### src/common/acs_pkg.sv
`default_nettype none
package acs_pkg;
   // ---------------------------------------------
   // Register offsets
   // ---------------------------------------------
   localparam logic [6:0] ADDR_PDR  = 7'h74;
   localparam logic [6:0] ADDR_RATE = 7'h75;
   localparam logic [6:0] ADDR_CONV = 7'h76;
   localparam logic [6:0] ADDR_INTC = 7'h77;
   localparam logic [6:0] ADDR_REF  = 7'h78;
   localparam logic [6:0] ADDR_OE   = 7'h7a;
   // ---------------------------------------------
   // Reset values and writable bits
   // ---------------------------------------------
   localparam logic [7:0] RST_PDR   = 8'h00;
   localparam logic [7:0] RST_RATE  = 8'h00;
   localparam logic [7:0] RST_CONV  = 8'h00;
   localparam logic [7:0] RST_INTC  = 8'h00;
   localparam logic [7:0] RST_REF   = 8'h00;
   localparam logic [7:0] RST_OE    = 8'h07;
   localparam logic [7:0] MASK_INTC = 8'h1f;
   localparam logic [7:0] MASK_REF  = 8'hc0;
   localparam logic [7:0] MASK_OE   = 8'h37;
   // ---------------------------------------------
   // Field positions
   // ---------------------------------------------
   localparam int PDR_ROUTE_HI = 7;
   localparam int PDR_ROUTE_LO = 6;
   localparam int PDR_MOUT_HALF = 5;
   localparam int PDR_XTAL_HALF = 4;
   localparam int PDR_B_PD = 3;
   localparam int PDR_A_PD = 2;
   localparam int PDR_OSC_PD = 1;
   localparam int PDR_C_RATE = 0;
   localparam int RATE_B_HI = 7;
   localparam int RATE_B_LO = 6;
   localparam int RATE_B_OVS = 5;
   localparam int RATE_B_DBL = 4;
   localparam int RATE_A_HI = 3;
   localparam int RATE_A_LO = 2;
   localparam int RATE_A_OVS = 1;
   localparam int RATE_A_DBL = 0;
   localparam int CONV_PLAY_HI = 7;
   localparam int CONV_PLAY_LO = 5;
   localparam int CONV_REC_HI = 4;
   localparam int CONV_REC_LO = 2;
   localparam int CONV_ICB_HI = 1;
   localparam int CONV_ICB_LO = 0;
   localparam int INTC_ICA_HI = 4;
   localparam int INTC_ICA_LO = 3;
   localparam int INTC_SB_HI = 2;
   localparam int INTC_SB_LO = 1;
   localparam int INTC_SA = 0;
   localparam int REF_B = 7;
   localparam int REF_A = 6;
   localparam int OE_RX_PD = 5;
   localparam int OE_A = 2;
   localparam int OE_B = 1;
   localparam int OE_C = 0;
   // ---------------------------------------------
   // Codes and rates
   // ---------------------------------------------
   localparam logic [1:0] ROUTE_SYNTH = 2'h0;
   localparam logic [1:0] ROUTE_RX    = 2'h3;
   localparam logic [2:0] SRC_XTAL = 3'h0;
   localparam logic [2:0] SRC_MCLK = 3'h1;
   localparam logic [2:0] SRC_SA   = 3'h2;
   localparam logic [2:0] SRC_SB   = 3'h3;
   localparam logic [2:0] SRC_R512 = 3'h4;
   localparam logic [2:0] SRC_R256 = 3'h5;
   localparam logic [1:0] BASE_32  = 2'h2;
   localparam logic [1:0] BASE_441 = 2'h3;
   localparam logic [31:0] HZ_48K  = 32'h0000bb80;
   localparam logic [31:0] HZ_32K  = 32'h00007d00;
   localparam logic [31:0] HZ_441K = 32'h0000ac44;
   localparam logic [9:0] MULT_512 = 10'h200;
   localparam logic [9:0] MULT_256 = 10'h100;
   // ---------------------------------------------
   // Types
   // ---------------------------------------------
   typedef struct packed {
      logic [7:0] pdr;
      logic [7:0] rate;
      logic [7:0] conv;
      logic [7:0] intc;
      logic [7:0] ref_sel;
      logic [7:0] oe;
   } acs_regs_type;
   typedef struct packed {
      logic       wr_en;
      logic       rd_en;
      logic [6:0] addr;
      logic [7:0] wdata;
   } acs_bus_req_type;
   typedef struct packed {
      logic       rd_valid;
      logic [7:0] rd_data;
   } acs_bus_rsp_type;
   typedef struct packed {
      logic crystal;
      logic master;
      logic synth_a;
      logic synth_b;
      logic synth_b_fs3;
      logic synth_c;
      logic rx_512;
      logic rx_256;
   } acs_ticks_type;
   typedef struct packed {
      acs_regs_type    regs;
      acs_bus_rsp_type rsp;
      logic [31:0]     freq_a;
      logic [31:0]     freq_b;
   } acs_state_type;
   typedef struct packed {
      logic phase;
   } acs_half_state_type;
endpackage : acs_pkg
`default_nettype wire

### src/logic/acs_clock_control.sv
// Summary of operation
// RULE1: Route 00 drives clock C from synthesizer, 11 from S/PDIF recovery.
// RULE2: Master-out halving bit set gives master output at half input.
// RULE3: Crystal halving bit set halves crystal into synthesizer reference.
// RULE4: Clock C rate bit 0 selects 512 fs, 1 selects 256 fs.
// RULE5: Synth B base rate: 00 48k, 10 32k, 11 44.1k.
// RULE6: Synth B oversample bit: 0 is 256 fs, 1 is 384 fs.
// RULE7: Synth B doubling bit doubles its selected sample rate.
// RULE8: Synth A base rate: 00 48k, 10 32k, 11 44.1k.
// RULE9: Synth A oversample bit: 0 is 256 fs, 1 is 384 fs.
// RULE10: Synth A doubling bit doubles its selected sample rate.
// RULE11: Playback clock source: crystal, master, synth A/B, receiver 512/256.
// RULE12: Record clock source uses the same three-bit encoding.
// RULE13: Internal clock B: crystal, master, synth A or synth B.
// RULE14: Internal clock A: crystal, master, synth A or synth B.
// RULE15: Synth B picks FS2, FS2/2, FS3, FS3/2; synth A FS1 or FS1/2.
// RULE16: Synth B reference: 0 crystal, 1 master clock input.
// RULE17: Synth A reference: 0 crystal, 1 master clock input.
// RULE18: Receiver power-down bit stops the S/PDIF receiver.
// RULE19: Clock output enables are active low, 1 disables.
// RULE20: Synth or oscillator power-down stops that source and its clocks.
// RULE21: Host keeps reserved codes out and reserved bits zero.
`default_nettype none
module acs_clock_control
(
   // Clock and reset
   input  wire logic            clk_in,
   input  wire logic            rst_n_in,
   // Control port
   input  wire acs_pkg::acs_bus_req_type req_in,
   output acs_pkg::acs_bus_rsp_type      rsp_out,
   // Source ticks
   input  wire acs_pkg::acs_ticks_type   ticks_in,
   // Synthesizer and power controls
   output logic [31:0]          synth_a_freq_out,
   output logic [31:0]          synth_b_freq_out,
   output logic [9:0]           sysclk_c_mult_out,
   output logic                 synth_a_ref_tick_out,
   output logic                 synth_b_ref_tick_out,
   output logic                 synth_a_pd_out,
   output logic                 synth_b_pd_out,
   output logic                 osc_pd_out,
   output logic                 receiver_pd_out,
   // Derived clocks
   output logic                 playback_tick_out,
   output logic                 record_tick_out,
   output logic                 internal_a_tick_out,
   output logic                 internal_b_tick_out,
   output logic                 master_clock_out_tick_out,
   output logic                 sysclk_a_tick_out,
   output logic                 sysclk_b_tick_out,
   output logic                 sysclk_c_tick_out
);
   import acs_pkg::*;

   acs_state_type s_r;
   acs_state_type s_nxt;
   acs_regs_type  cfg;

   logic xtal_t;
   logic xtal_ref_t;
   logic mclk_t;
   logic sa_t;
   logic sb_t;
   logic sb3_t;
   logic rx512_t;
   logic rx256_t;
   logic sa_half_t;
   logic sb_half_t;
   logic sb3_half_t;
   logic sa_int_t;
   logic sb_int_t;
   logic sc_src_t;
   logic [1:0] route;

   assign cfg = s_r.regs;

   // ---------------------------------------------
   // Rate arithmetic
   // ---------------------------------------------
   function automatic logic [31:0] rate_hz
   (
      input logic [1:0] base,
      input logic       ovs,
      input logic       dbl
   );
      logic [31:0] fs;
      fs = HZ_48K;
      // Reserved code 01 falls back to 48k
      if (base == BASE_32)
      begin
         fs = HZ_32K;
      end
      else if (base == BASE_441)
      begin
         fs = HZ_441K;
      end
      if (dbl)
      begin
         fs = fs << 1;
      end
      // 384 fs is 256 fs plus 128 fs
      if (ovs)
      begin
         rate_hz = (fs << 8) + (fs << 7);
      end
      else
      begin
         rate_hz = fs << 8;
      end
   endfunction : rate_hz

   function automatic logic conv_pick
   (
      input logic [2:0] code,
      input logic       xt,
      input logic       mc,
      input logic       ia,
      input logic       ib,
      input logic       r5,
      input logic       r2
   );
      // Codes 110 and 111 fall to crystal
      conv_pick = xt;
      if (code == SRC_MCLK)
      begin
         conv_pick = mc;
      end
      else if (code == SRC_SA)
      begin
         conv_pick = ia;
      end
      else if (code == SRC_SB)
      begin
         conv_pick = ib;
      end
      else if (code == SRC_R512)
      begin
         conv_pick = r5;
      end
      else if (code == SRC_R256)
      begin
         conv_pick = r2;
      end
   endfunction : conv_pick

   // ---------------------------------------------
   // Register file and control port
   // ---------------------------------------------
   always_comb
   begin
      s_nxt = s_r;
      s_nxt.rsp.rd_valid = 1'b0;
      if (req_in.wr_en)
      begin
         if (req_in.addr == ADDR_PDR)
         begin
            s_nxt.regs.pdr = req_in.wdata;
         end
         else if (req_in.addr == ADDR_RATE)
         begin
            s_nxt.regs.rate = req_in.wdata;
         end
         else if (req_in.addr == ADDR_CONV)
         begin
            s_nxt.regs.conv = req_in.wdata;
         end
         else if (req_in.addr == ADDR_INTC)
         begin
            s_nxt.regs.intc = req_in.wdata & MASK_INTC;
         end
         else if (req_in.addr == ADDR_REF)
         begin
            s_nxt.regs.ref_sel = req_in.wdata & MASK_REF;
         end
         else if (req_in.addr == ADDR_OE)
         begin
            s_nxt.regs.oe = req_in.wdata & MASK_OE;
         end
      end
      if (req_in.rd_en)
      begin
         s_nxt.rsp.rd_valid = 1'b1;
         s_nxt.rsp.rd_data = 8'h00;
         if (req_in.addr == ADDR_PDR)
         begin
            s_nxt.rsp.rd_data = cfg.pdr;
         end
         else if (req_in.addr == ADDR_RATE)
         begin
            s_nxt.rsp.rd_data = cfg.rate;
         end
         else if (req_in.addr == ADDR_CONV)
         begin
            s_nxt.rsp.rd_data = cfg.conv;
         end
         else if (req_in.addr == ADDR_INTC)
         begin
            s_nxt.rsp.rd_data = cfg.intc;
         end
         else if (req_in.addr == ADDR_REF)
         begin
            s_nxt.rsp.rd_data = cfg.ref_sel;
         end
         else if (req_in.addr == ADDR_OE)
         begin
            s_nxt.rsp.rd_data = cfg.oe;
         end
      end
      s_nxt.freq_a = rate_hz(cfg.rate[RATE_A_HI:RATE_A_LO],
                             cfg.rate[RATE_A_OVS],
                             cfg.rate[RATE_A_DBL]); // [RULE8] [RULE9] [RULE10]
      s_nxt.freq_b = rate_hz(cfg.rate[RATE_B_HI:RATE_B_LO],
                             cfg.rate[RATE_B_OVS],
                             cfg.rate[RATE_B_DBL]); // [RULE5] [RULE6] [RULE7]
   end

   always_ff @(posedge clk_in)
   begin
      if (!rst_n_in)
      begin
         s_r.regs <= {RST_PDR, RST_RATE, RST_CONV,
                      RST_INTC, RST_REF, RST_OE};
         s_r.rsp <= '0;
         s_r.freq_a <= '0;
         s_r.freq_b <= '0;
      end
      else
      begin
         s_r <= s_nxt;
      end
   end

   assign rsp_out = s_r.rsp;
   assign synth_a_freq_out = s_r.freq_a;
   assign synth_b_freq_out = s_r.freq_b;

   // ---------------------------------------------
   // Power-down gating
   // ---------------------------------------------
   assign osc_pd_out = cfg.pdr[PDR_OSC_PD];
   assign synth_a_pd_out = cfg.pdr[PDR_A_PD];
   assign synth_b_pd_out = cfg.pdr[PDR_B_PD];
   assign receiver_pd_out = cfg.oe[OE_RX_PD];
   assign xtal_t = ticks_in.crystal & ~osc_pd_out; // [RULE20]
   assign sa_t = ticks_in.synth_a & ~synth_a_pd_out; // [RULE20]
   assign sb_t = ticks_in.synth_b & ~synth_b_pd_out; // [RULE20]
   assign sb3_t = ticks_in.synth_b_fs3 & ~synth_b_pd_out; // [RULE20]
   assign rx512_t = ticks_in.rx_512 & ~receiver_pd_out; // [RULE18]
   assign rx256_t = ticks_in.rx_256 & ~receiver_pd_out; // [RULE18]
   assign mclk_t = ticks_in.master;

   // ---------------------------------------------
   // Dividers
   // ---------------------------------------------
   acs_tick_halver u_half_xtal
   (
      .clk_in   (clk_in),
      .rst_n_in (rst_n_in),
      .halve_in (cfg.pdr[PDR_XTAL_HALF]),
      .tick_in  (xtal_t),
      .tick_out (xtal_ref_t)
   ); // [RULE3]
   acs_tick_halver u_half_mout
   (
      .clk_in   (clk_in),
      .rst_n_in (rst_n_in),
      .halve_in (cfg.pdr[PDR_MOUT_HALF]),
      .tick_in  (mclk_t),
      .tick_out (master_clock_out_tick_out)
   ); // [RULE2]
   acs_tick_halver u_half_sa
   (
      .clk_in   (clk_in),
      .rst_n_in (rst_n_in),
      .halve_in (1'b1),
      .tick_in  (sa_t),
      .tick_out (sa_half_t)
   );
   acs_tick_halver u_half_sb
   (
      .clk_in   (clk_in),
      .rst_n_in (rst_n_in),
      .halve_in (1'b1),
      .tick_in  (sb_t),
      .tick_out (sb_half_t)
   );
   acs_tick_halver u_half_sb3
   (
      .clk_in   (clk_in),
      .rst_n_in (rst_n_in),
      .halve_in (1'b1),
      .tick_in  (sb3_t),
      .tick_out (sb3_half_t)
   );

   // ---------------------------------------------
   // Clock selection
   // ---------------------------------------------
   assign synth_a_ref_tick_out = cfg.ref_sel[REF_A] ?
                                 mclk_t : xtal_ref_t; // [RULE17]
   assign synth_b_ref_tick_out = cfg.ref_sel[REF_B] ?
                                 mclk_t : xtal_ref_t; // [RULE16]
   assign sa_int_t = cfg.intc[INTC_SA] ? sa_half_t : sa_t; // [RULE15]
   always_comb
   begin
      case (cfg.intc[INTC_SB_HI:INTC_SB_LO]) // [RULE15]
         2'h0: sb_int_t = sb_t;
         2'h1: sb_int_t = sb_half_t;
         2'h2: sb_int_t = sb3_t;
         default: sb_int_t = sb3_half_t;
      endcase
   end
   assign playback_tick_out =
      conv_pick(cfg.conv[CONV_PLAY_HI:CONV_PLAY_LO], xtal_t,
                mclk_t, sa_int_t, sb_int_t,
                rx512_t, rx256_t); // [RULE11]
   assign record_tick_out =
      conv_pick(cfg.conv[CONV_REC_HI:CONV_REC_LO], xtal_t,
                mclk_t, sa_int_t, sb_int_t,
                rx512_t, rx256_t); // [RULE12]
   assign internal_b_tick_out =
      conv_pick({1'b0, cfg.conv[CONV_ICB_HI:CONV_ICB_LO]}, xtal_t,
                mclk_t, sa_int_t, sb_int_t,
                1'b0, 1'b0); // [RULE13]
   assign internal_a_tick_out =
      conv_pick({1'b0, cfg.intc[INTC_ICA_HI:INTC_ICA_LO]}, xtal_t,
                mclk_t, sa_int_t, sb_int_t,
                1'b0, 1'b0); // [RULE14]

   // ---------------------------------------------
   // System clock outputs
   // ---------------------------------------------
   // Reserved route codes behave as synthesizer routing
   assign route = cfg.pdr[PDR_ROUTE_HI:PDR_ROUTE_LO];
   assign sysclk_c_mult_out = cfg.pdr[PDR_C_RATE] ?
                              MULT_256 : MULT_512; // [RULE4]
   assign sc_src_t = (route == ROUTE_RX) ?
      (cfg.pdr[PDR_C_RATE] ? rx256_t : rx512_t) :
      (ticks_in.synth_c & ~synth_b_pd_out); // [RULE1] [RULE4]
   assign sysclk_a_tick_out = sa_int_t & ~cfg.oe[OE_A]; // [RULE19]
   assign sysclk_b_tick_out = sb_int_t & ~cfg.oe[OE_B]; // [RULE19]
   assign sysclk_c_tick_out = sc_src_t & ~cfg.oe[OE_C]; // [RULE19]
endmodule : acs_clock_control
`default_nettype wire

### src/logic/acs_tick_halver.sv
`default_nettype none
module acs_tick_halver
(
   // Clock and reset
   input  wire logic clk_in,
   input  wire logic rst_n_in,
   // Tick path
   input  wire logic halve_in,
   input  wire logic tick_in,
   output logic      tick_out
);
   import acs_pkg::*;

   acs_half_state_type s_r;
   acs_half_state_type s_nxt;

   // Phase parks at zero while bypassed, so a fresh
   // halving always passes the second tick first
   always_comb
   begin
      s_nxt = s_r;
      if (!halve_in)
      begin
         s_nxt.phase = 1'b0;
      end
      else if (tick_in)
      begin
         s_nxt.phase = ~s_r.phase;
      end
   end

   always_ff @(posedge clk_in)
   begin
      if (!rst_n_in)
      begin
         s_r <= '0;
      end
      else
      begin
         s_r <= s_nxt;
      end
   end

   assign tick_out = halve_in ? (tick_in & s_r.phase) : tick_in;
endmodule : acs_tick_halver
`default_nettype wire

### config.mk
export PLATFORM = sky130hd
export DESIGN_NAME = acs_clock_control
export DESIGN_NICKNAME = d
export VERILOG_FILES = /design/src/common/acs_pkg.sv /design/src/logic/acs_clock_control.sv /design/src/logic/acs_tick_halver.sv
export SDC_FILE = /design/constraint.sdc
export NUM_CORES = 1
export LEC_CHECK = 0
export BUFFER_PORTS_ARGS = -buffer_cell sky130_fd_sc_hd__buf_2
export CAP_MARGIN = 20
export CORE_MARGIN = 8
export CORE_UTILIZATION = 52
export DETAILED_ROUTE_END_ITERATION = 10
export PLACE_DENSITY = 0.8
export RECOVER_POWER = 100
export SYNTH_ARGS = -nofsm -noshare
export SYNTH_HDL_FRONTEND = slang
export SYNTH_SLANG_ARGS = --single-unit
export TNS_END_PERCENT = 5
### constraint.sdc
create_clock -name clk_in -period 2.75 [get_ports clk_in]
set_input_delay 0.55 -clock clk_in [delete_from_list [all_inputs] [get_ports clk_in]]
set_output_delay 0.55 -clock clk_in [all_outputs]
set_load 0.1 [all_outputs]
==> run metrics, run 1 <==
number of synthesized register bits 82; initial antenna violation count 0; RSZ-0062 raised after global routing false; Buffers on Ports 85; total number of yosys warnings 0; grt total ovfl 0; Final Hold Fails 0; P per Cell Area 530.6 nW/µm²; fin crit share 97.30%; failing checks capacitance limit, slew limit; most used flip-flop cell after synthesis dfxtp_1; slew margin rel. -8.285%; fillcell total 753; Final setup viols 0; Iter 0 DRT Violations 276; CORE AREA approximately 8100 µm²; clk sink count 82; DIE WIDTH 106.7 µm; Distinct cells, synth 53; Syn Inst Count 520; CTS clk-pin slew, worst paths 0.08 ns; critical path class flip-flop to output pin; DP Area 4691 µm²; EDFF count, synth 0; Util after Layout 59.32%; Final Net Count about 640; clock buffer depth 2; largest net degree at the start of global routing 38; Synth top area share 38.35%; Hold Crit Class input pin to flip-flop; vias in the first global route roughly 3.8k; TritonCTS clock tree yes; hold slack 0.4771 ns; drt via density 5.450; Worst IR Drop VDD 0.2203 mV; sequential fraction of the synthesis area 38.35%; Die ar. 11390 µm²; worst-margin pin slew 1.624 ns; mapped cell area 4280 µm²; Num CTS Buffers 9; critical path's slowest cell dfxtp_2; drt pass-1 iters 5; highest clock rate 0.3737 GHz; H-tree levels 3; Syn Area/Cell slightly above 8 µm²; crit start category flip-flop; first-pass GRT wire length about 18 mm; Synth async-reset ratio 0%; max_cap viols 1; via count 3842; post-route minimum period 2.676 ns; Die Y 106.7 µm; Worst EP required 2.20 ns; Final Max Tran Viols 38; drt wl/cell approximately 16 µm; layout cells sized above 1 12.50%; Total Routed Length 10.95 mm; Buf/Inv on CP 2; FP Rows 33; crit end category output pin; Synth area leader dfxtp_1; Setup TNS 0 ns; status finished, violations left; Post-CTS Setup Inserts 0; Hold Buf Count CTS 0; leakage power between 2 and 2.5 nW; RD Place Congestion a little under 0.9; area delta synth->final 12.16%; Initial Util approximately 53%; hpwl dp 8.237 mm; Routed Antenna Nets 0; Root Driver clkbuf_8; Worst EP arrival 2.13 ns; I/O pin total 124; GRT Overall Usage 18.79%; critical path cell sequence nor2b_2, and4_4, a311oi_4, buf_4, a211o_1, a31oi_2, buf_12; design area 4801 µm²; Worst Path Max Fanout 7; synth top area cells dfxtp_1 (38%), buf_4 (7.2%), mux2i_1 (6.1%); setup slack, reg-to-reg roughly 0.46 ns; ANT cells 0; Clock Latency Late Sink about 0.34 ns; Post-route DRC 0; CP top delay family compound AO/OA/AOI/OAI gates; final clock skew around 0.0044 ns; max incr delay on CP between 0.3 and 0.4 ns
==> logic make-up after synthesis <==
group | count (synthesis) | synth area share (%)
xor+xnor | 12 | 2.455
fa+ha+maj | 16 | 4.852
compound gates | 105 | 15.23
other cells | 1 | 0.08761
simple gates | 185 | 19.73
buf+inv | 90 | 11.63
mux | 29 | 7.658
flops | 82 | 38.35
==> flip-flops by register name, indices dropped and copies added, names as in the netlist, 9 cells and up <==
name	count
synth_b_freq_out	16
cfg	32
rsp_out	9
synth_a_freq_out	16
==> layout by cell type (no fill, tap or decap), drive strengths merged, types with 9 or more instances in the layout <==
master	netlist	layout
nand3	23	23
nand2	48	48
o21ai	35	35
and3	9	9
nand2b	9	9
nor2b	9	9
inv	19	19
dfxtp	82	82
nor3	11	11
ha	15	15
mux2i	26	26
nor2	66	66
a21oi	35	35
clkbuf	24	62
buf	47	44
conb	1	40
==> where the power goes <==
| group | leakage (nW) | internal (W) | switching, W | total, W |
|---|---|---|---|---|
| sequential | 0.669 | 0.00121 | 0.0000108 | 0.00122 |
| combinational | 1.27 | 0.0000750 | 0.000490 | 0.000565 |
| clock | 0.0916 | 0.000344 | 0.000419 | 0.000763 |
| total | 2.03 | 0.00163 | 0.000920 | 0.00255 |
==> through the flow <==
| step | instances | setup slack, ns | total power (W) |
|---|---|---|---|
| global placement | 689 | 0.1163 | 0.001806 |
| floorplan | 559 | -0.4116 | 0.001768 |
| finish | 705 | 0.07416 | 0.002548 |
| global route | 705 | 0.000005995 | 0.002631 |
| detailed placement | 689 | 0.07355 | 0.001812 |
| CTS | 705 | -0.02826 | 0.002565 |
==> final cells by class <==
| type | count | area [µm²] | area share, % |
|---|---|---|---|
| Sequential cell | 82 | 1644 | 34.25 |
| Clock inverter | 6 | 32.53 | 0.6776 |
| Inverter | 19 | 71.32 | 1.486 |
| Timing Repair Buffer | 96 | 485.5 | 10.11 |
| Multi-Input combinational cell | 387 | 2298 | 47.88 |
| Clock buffer | 10 | 137.6 | 2.867 |
| Tap cell | 105 | 131.4 | 2.737 |
==> synth_stat cells, drive strengths merged (3+ instances only) <==
library cell / count
o21ai: 35
ha: 15
nor2b: 9
xor2: 6
and3: 9
nand3: 23
o2bb2ai: 3
inv: 19
a221oi: 4
nand2: 48
dfxtp: 82
clkbuf: 24
a211oi: 3
mux4: 3
xnor2: 6
nand2b: 9
nor3: 11
a31oi: 5
nor2: 66
buf: 47
mux2i: 26
a21oi: 35
==> final timing paths <==
path,from,to,cells after the start
min reg2reg,rsp_out[3]$_SDFFE_PN0P_,rsp_out[3]$_SDFFE_PN0P_,2
max,synth_b_pd_out$_SDFFE_PN0P_,record_tick_out,7
min,req_in[3],cfg[27]$_SDFFE_PN0P_,3
max reg2reg,cfg[36]$_SDFFE_PN0P_,synth_b_freq_out[20]$_SDFF_PN0_,8
==> what timing repair did <==
action / 4_1_cts / 5_1_grt
gates resized for setup: 4 / 3
endpoints found under the setup margin: 4 / 4
cloned: 0 / 0
==> routing by layer <==
metal	up-vias	wire [µm]	global-route usage (%)
met1	1762	4634	21.71
met5	-	0	0
met3	36	871	5.219
met2	192	5135	31.48
li1	1852	-	-
met4	0	308	8.945
==> worst min-delay path, cell delays in order <==
cell     delay, ns
buf_2         0.12
nand2_1       0.05
a21oi_1       0.05
Note: power is estimated with default switching activity, not from simulation.
==> inputs of run 2 (changes only) <==
- CORE_MARGIN: 8 -> 2
- PLACE_DENSITY: 0.8 -> 0.9
==> run 2 against run 1 <==
Die area decreased by 21%. Sequential share of layout area shrank 0.12 points. Largest cell class unchanged. The run still ends with capacitance limit, slew limit left. Non-clock buffer count fell by 2. Clock power grew 19%. Sequential power about the same. Highest routed layer unchanged. Clock-buffer cell count is 2 higher. Hold slack worse by 0.011 ns. Global-route usage increased by 5.0 points. Sequential cell count unchanged.
==> run metrics, run 2 (synthesis gave the netlist of run 1 again) <==
max_cap viols 1; clk sink count slightly above 80; I/O pin total 124; clock group share of total power 33.7%; highest clock rate 0.3714 GHz; Hold EP rsp_out[3]$_SDFFE_PN0P_; via count 3889; ANT cells 0; CP top delay family multiplexers; total power around 0.0027 W; GRT Overall Usage 23.83%; drt pass-1 iters 6; Clock Latency Late Sink ~0.36 ns; critical path cell sequence mux2i_1, nor3_1, a311oi_4, inv_2, mux4_2, buf_4; hpwl dp 7.635 mm; pre-CTS setup slack approximately 0.051 ns; max incr delay on CP 0.47 ns; hold slack 0.4662 ns; reg2reg end synth_b_freq_out[20]$_SDFF_PN0_; initial antenna violation count 0; drt via density 5.532; Initial Util 52.89%; CP Depth 6; CORE AREA 8093 µm²; Comb pwr share between 20% and 30%; most frequent cells in the layout dfxtp_1 (80), nor2_1 (65), clkbuf_1 (55); Worst EP required around 2.2 ns; fin crit share 97.90%; share of power burned in registers a little under half; RD Place Congestion 0.8717; Sw Ratio around a third; final clock skew approximately 0.012 ns; drt wl/cell ~15 µm; post-route minimum period between 2 and 3 ns; Post-CTS Setup Inserts 0; leakage power 2.010 nW; commonest non-fill, non-tap cell in the layout dfxtp_1; critical path class flip-flop to output pin; Hold Crit Class flip-flop to flip-flop; setup slack, reg-to-reg 0.33 ns; beginning of the worst hold path rsp_out[3]$_SDFFE_PN0P_; Buf/Inv on CP 2; clock buffer depth 2; Reg-to-Reg Start cfg[36]$_SDFFE_PN0P_; Worst IR Drop VDD 0.2333 mV; status finished, violations left; critical path's slowest cell mux4_2; FP Rows 33; vias in the first global route 3471; Util after Layout 59.62%; max reg flops 32; DIE WIDTH between 90 and 100 µm; worst-margin pin slew ~1.6 ns; TritonCTS clock tree yes; grt total ovfl 0; Die ar. 8973 µm²; Worst Path Max Fanout 5; worst reg2reg path depth 8; first-pass GRT wire length 16.62 mm; area delta synth->final 12.72%; Worst EP arrival 2.14 ns; Final Hold Fails 0; WHS Path Cells 2; crit start category flip-flop; Root Driver clkbuf_8; post-route setup slack 0.05771 ns; layout cells sized above 1 a little under an eighth; Internal 0.001750 W; Final Max Tran Viols 38; RSZ-0062 raised after global routing false; slew margin rel. -7.093%; failing checks capacitance limit, slew limit; sw power 0.0009392 W; Buffers on Ports 85; largest net degree at the start of global routing 38; Num CTS Buffers 9; H-tree levels 3; Total Routed Length between 10 and 15 mm; crit end category output pin; Routed Antenna Nets 0; CTS clk-pin slew, worst paths 0.08 ns; P per Cell Area 557.3 nW/µm²; Die Y 94.73 µm; Iter 0 DRT Violations 302; Final setup viols 0; Post-route DRC 0; Final Net Count 636
-- run 2: cell count changes in the layout (fill, tap and decap cells not counted), moves of 3 or more --
cell and change:
o21ai_1 -5, clkbuf_2 +3, o21ai_0 +5, clkbuf_1 +3
buf_2 -6, clkinv_2 -4
-- run 2: final cells by class --
class	instances	area (µm²)
well taps	105	131.4
clock buffers	12	155.1
repair buffers	94	474.2
flip-flops and latches	82	1647
clock inverters	4	50.05
fillers	730	3268
multi-input cells	387	2296
inverters	19	71.32
-- run 2: how the worst max path moves through the flow --
stage | from | endpoint | slack, ns
floorplan | osc_pd_out$_SDFFE_PN0P_ | synth_a_ref_tick_out | -0.41
global placement | ticks_in[3] | internal_b_tick_out | 0.12
detailed placement | ticks_in[3] | internal_a_tick_out | 0.05
CTS | synth_b_pd_out$_SDFFE_PN0P_ | record_tick_out | 0.01
global route | cfg[18]$_SDFFE_PN0P_ | record_tick_out | 0.001
finish | cfg[18]$_SDFFE_PN0P_ | internal_b_tick_out | 0.06
-- run 2: metal layers --
layer | part of all wire, % | global-route usage [%] | up-vias | routed length, µm
met1 | 39 | 28.45 | 1763 | 4185
met3 | 9.1 | 4.789 | 50 | 984
met5 | 0 | 0 | - | 0
li1 | - | - | 1847 | -
met2 | 48 | 41.08 | 229 | 5229
met4 | 3.8 | 10.99 | 0 | 407
-- run 2: worst min-delay path: stages (launching register included) --
cell and delay, ns:
dfxtp_1 0.31, nand2_1 0.06, a21oi_1 0.05
-- run 2: repair_timing --
| item | CTS | global route |
|---|---|---|
| pin swaps | 0 | 0 |
| gates resized for setup | 5 | 3 |
| endpoints found under the setup margin | 4 | 4 |
| hold buffers | 0 | 0 |
-- run 2: power groups by stage --
stage | sequential (W) | clock, W | combinational [W]
2_1_floorplan | 0.00136 | 0 | 0.000405
3_5_place_dp | 0.00125 | 0 | 0.000562
4_1_cts | 0.00122 | 0.000901 | 0.000566
5_1_grt | 0.00122 | 0.000953 | 0.000582
3_3_place_gp | 0.00125 | 0 | 0.000558
6_report | 0.00122 | 0.000906 | 0.000564
-- run 2: metrics by stage --
stage | cell area (µm²) | TNS (ns) | std cells
final | 4825 | 0 | 703
after global routing | 4825 | 0 | 703
after CTS | 4891 | 0 | 703
after detailed placement | 4676 | 0 | 687
after global placement | 4676 | 0 | 687
after floorplan | 4433 | -3.011 | 559
==> inputs of run 3 (changes only) <==
- RECOVER_POWER: 100 -> default
==> run 3 against run 2 <==
The flow now finishes without violations. Die area stayed put. Utilization is 0.93 points higher. Sequential cell count stayed put. First-iteration DRC count is 21% higher. Hold slack worse by 0.0017 ns. Power is 0.34% higher. Non-clock buffer count stayed put. Maximum frequency is 0.40% higher. Global-route usage stayed put. Clock-buffer cell count stayed put. Critical path type unchanged. Largest power group unchanged.
==> run metrics, run 3 (synthesis gave the netlist of run 1 again) <==
RSZ-0062 raised after global routing false; Hold Crit Class flip-flop to flip-flop; critical path class flip-flop to output pin; Final setup viols 0; metal2 WL 5.187 mm; max_cap viols 0; Worst EP arrival 2.13 ns; CORE AREA 8093 µm²; FP Rows 33; Num CTS Buffers 9; Worst Path Max Fanout 7; most frequent cells in the layout dfxtp_1 (80), buf_2 (79), nor2_1 (65); drt wl/cell 15.33 µm; layout cells sized above 1 20.90%; post-route minimum period 2.681 ns; Root Driver clkbuf_8; met1 WL 4.134 mm; grt total ovfl 0; Clock Latency Late Sink 0.36 ns; largest net degree at the start of global routing 38; max reg flops 32; CTS clk-pin slew, worst paths around 0.080 ns; Worst EP required 2.20 ns; area delta synth->final 14.47%; Die ar. roughly 9000 µm²; first-pass GRT wire length 16.62 mm; Routed Antenna Nets 0; fin crit share 97.51%; fin cells 703; hpwl dp roughly 7.6 mm; commonest non-fill, non-tap cell in the layout dfxtp_1; crit end category output pin; worst-margin pin slew 0.7810 ns; Die Y 94.73 µm; Post-route DRC 0; ANT cells 0; final clock skew 0.008323 ns; Max Used Layer met4; Post-Place Cells approximately 690; vias in the first global route 3471; Util after Layout 60.54%; clock buffer depth 2; Worst IR Drop VDD between 0.2 and 0.25 mV; Iter 0 DRT Violations 364; initial antenna violation count 0; Final Hold Fails 0; Total Routed Length 10.78 mm; Buffers on Ports 85; drt via density 5.553; highest clock rate 0.3729 GHz; via count 3904; TritonCTS clock tree yes; Hold Buf Count CTS 0; hold slack 0.4645 ns; drt pass-1 iters 7; P per Cell Area 550.6 nW/µm²; slew margin rel. 47.86%; leakage power 2.212 nW; Initial Util between 50% and 60%; RD Place Congestion 0.8717; clk sink count 82; H-tree levels 3; Final Max Tran Viols 0; GRT Overall Usage 23.83%; total power 0.002698 W; DIE WIDTH 94.73 µm; metal3 WL about 1000 µm; I/O pin total 124; crit start category flip-flop; Final Net Count 636; status finished clean
[run 3: changes by cell type in the layout (fill, tap and decap cells not counted)]
cell | before | now
buf_2 | 25 | 79
clkbuf_1 | 55 | 1
o21ai_0 | 32 | 15
o21ai_1 | 3 | 20
buf_4 | 8 | 11
clkbuf_2 | 3 | 0
inv_1 | 15 | 13
inv_2 | 4 | 6
and2_0 | 1 | 0
and2_1 | 0 | 1
[run 3: cell type report]
| class | count | area [µm²] |
|---|---|---|
| sequential | 82 | 1647 |
| tap | 105 | 131.4 |
| clock inverter | 4 | 50.05 |
| timing repair buffer | 94 | 549.3 |
| inverter | 19 | 71.32 |
| fill | 709 | 3193 |
| multi-input combinational | 387 | 2296 |
| clock buffer | 12 | 155.1 |
[run 3: through the flow]
step	cell area, µm²	worst slack, ns	TNS [ns]
floorplan	4433	-0.4116	-3.011
global placement	4676	0.1168	0
detailed placement	4676	0.05132	0
CTS	4891	0.01173	0
global route	4900	0.001343	0
finish	4900	0.06855	0
[run 3: what timing repair did]
action,4_1_cts,5_1_grt
resized for setup,5,3
endpoints found under the setup margin,4,4
setup buffers,0,0
[run 3: where the power goes]
part           switching [W]  internal (W)
Combinational       0.000490     0.0000807
Sequential         0.0000105       0.00121
Clock               0.000441      0.000468
Total               0.000942       0.00176
[run 3: path summary, 6_finish.rpt]
path	startpoint	endpoint	slack, ns	cells past startpoint
worst max-delay path	synth_b_pd_out$_SDFFE_PN0P_	record_tick_out	0.07	7
worst min-delay path	rsp_out[3]$_SDFFE_PN0P_	rsp_out[3]$_SDFFE_PN0P_	0.46	2
worst max register to register	cfg[35]$_SDFFE_PN0P_	synth_a_freq_out[19]$_SDFF_PN0_	0.43	9
worst min register to register	rsp_out[3]$_SDFFE_PN0P_	rsp_out[3]$_SDFFE_PN0P_	0.46	2
[run 3: layer usage]
metal,vias up,GRT usage (%)
li1,1844,-
met4,0,10.99
met3,55,4.789
met1,1766,28.45
met2,239,41.08
met5,-,0
[run 3: critical path, cell delays in order, from the launching register on]
cell and delay [ns]:
dfxtp_4 0.38, nor2b_2 0.16, and4_4 0.25, a311oi_4 0.05, buf_4 0.17, a211o_1 0.29, a31oi_2 0.25, buf_12 0.21
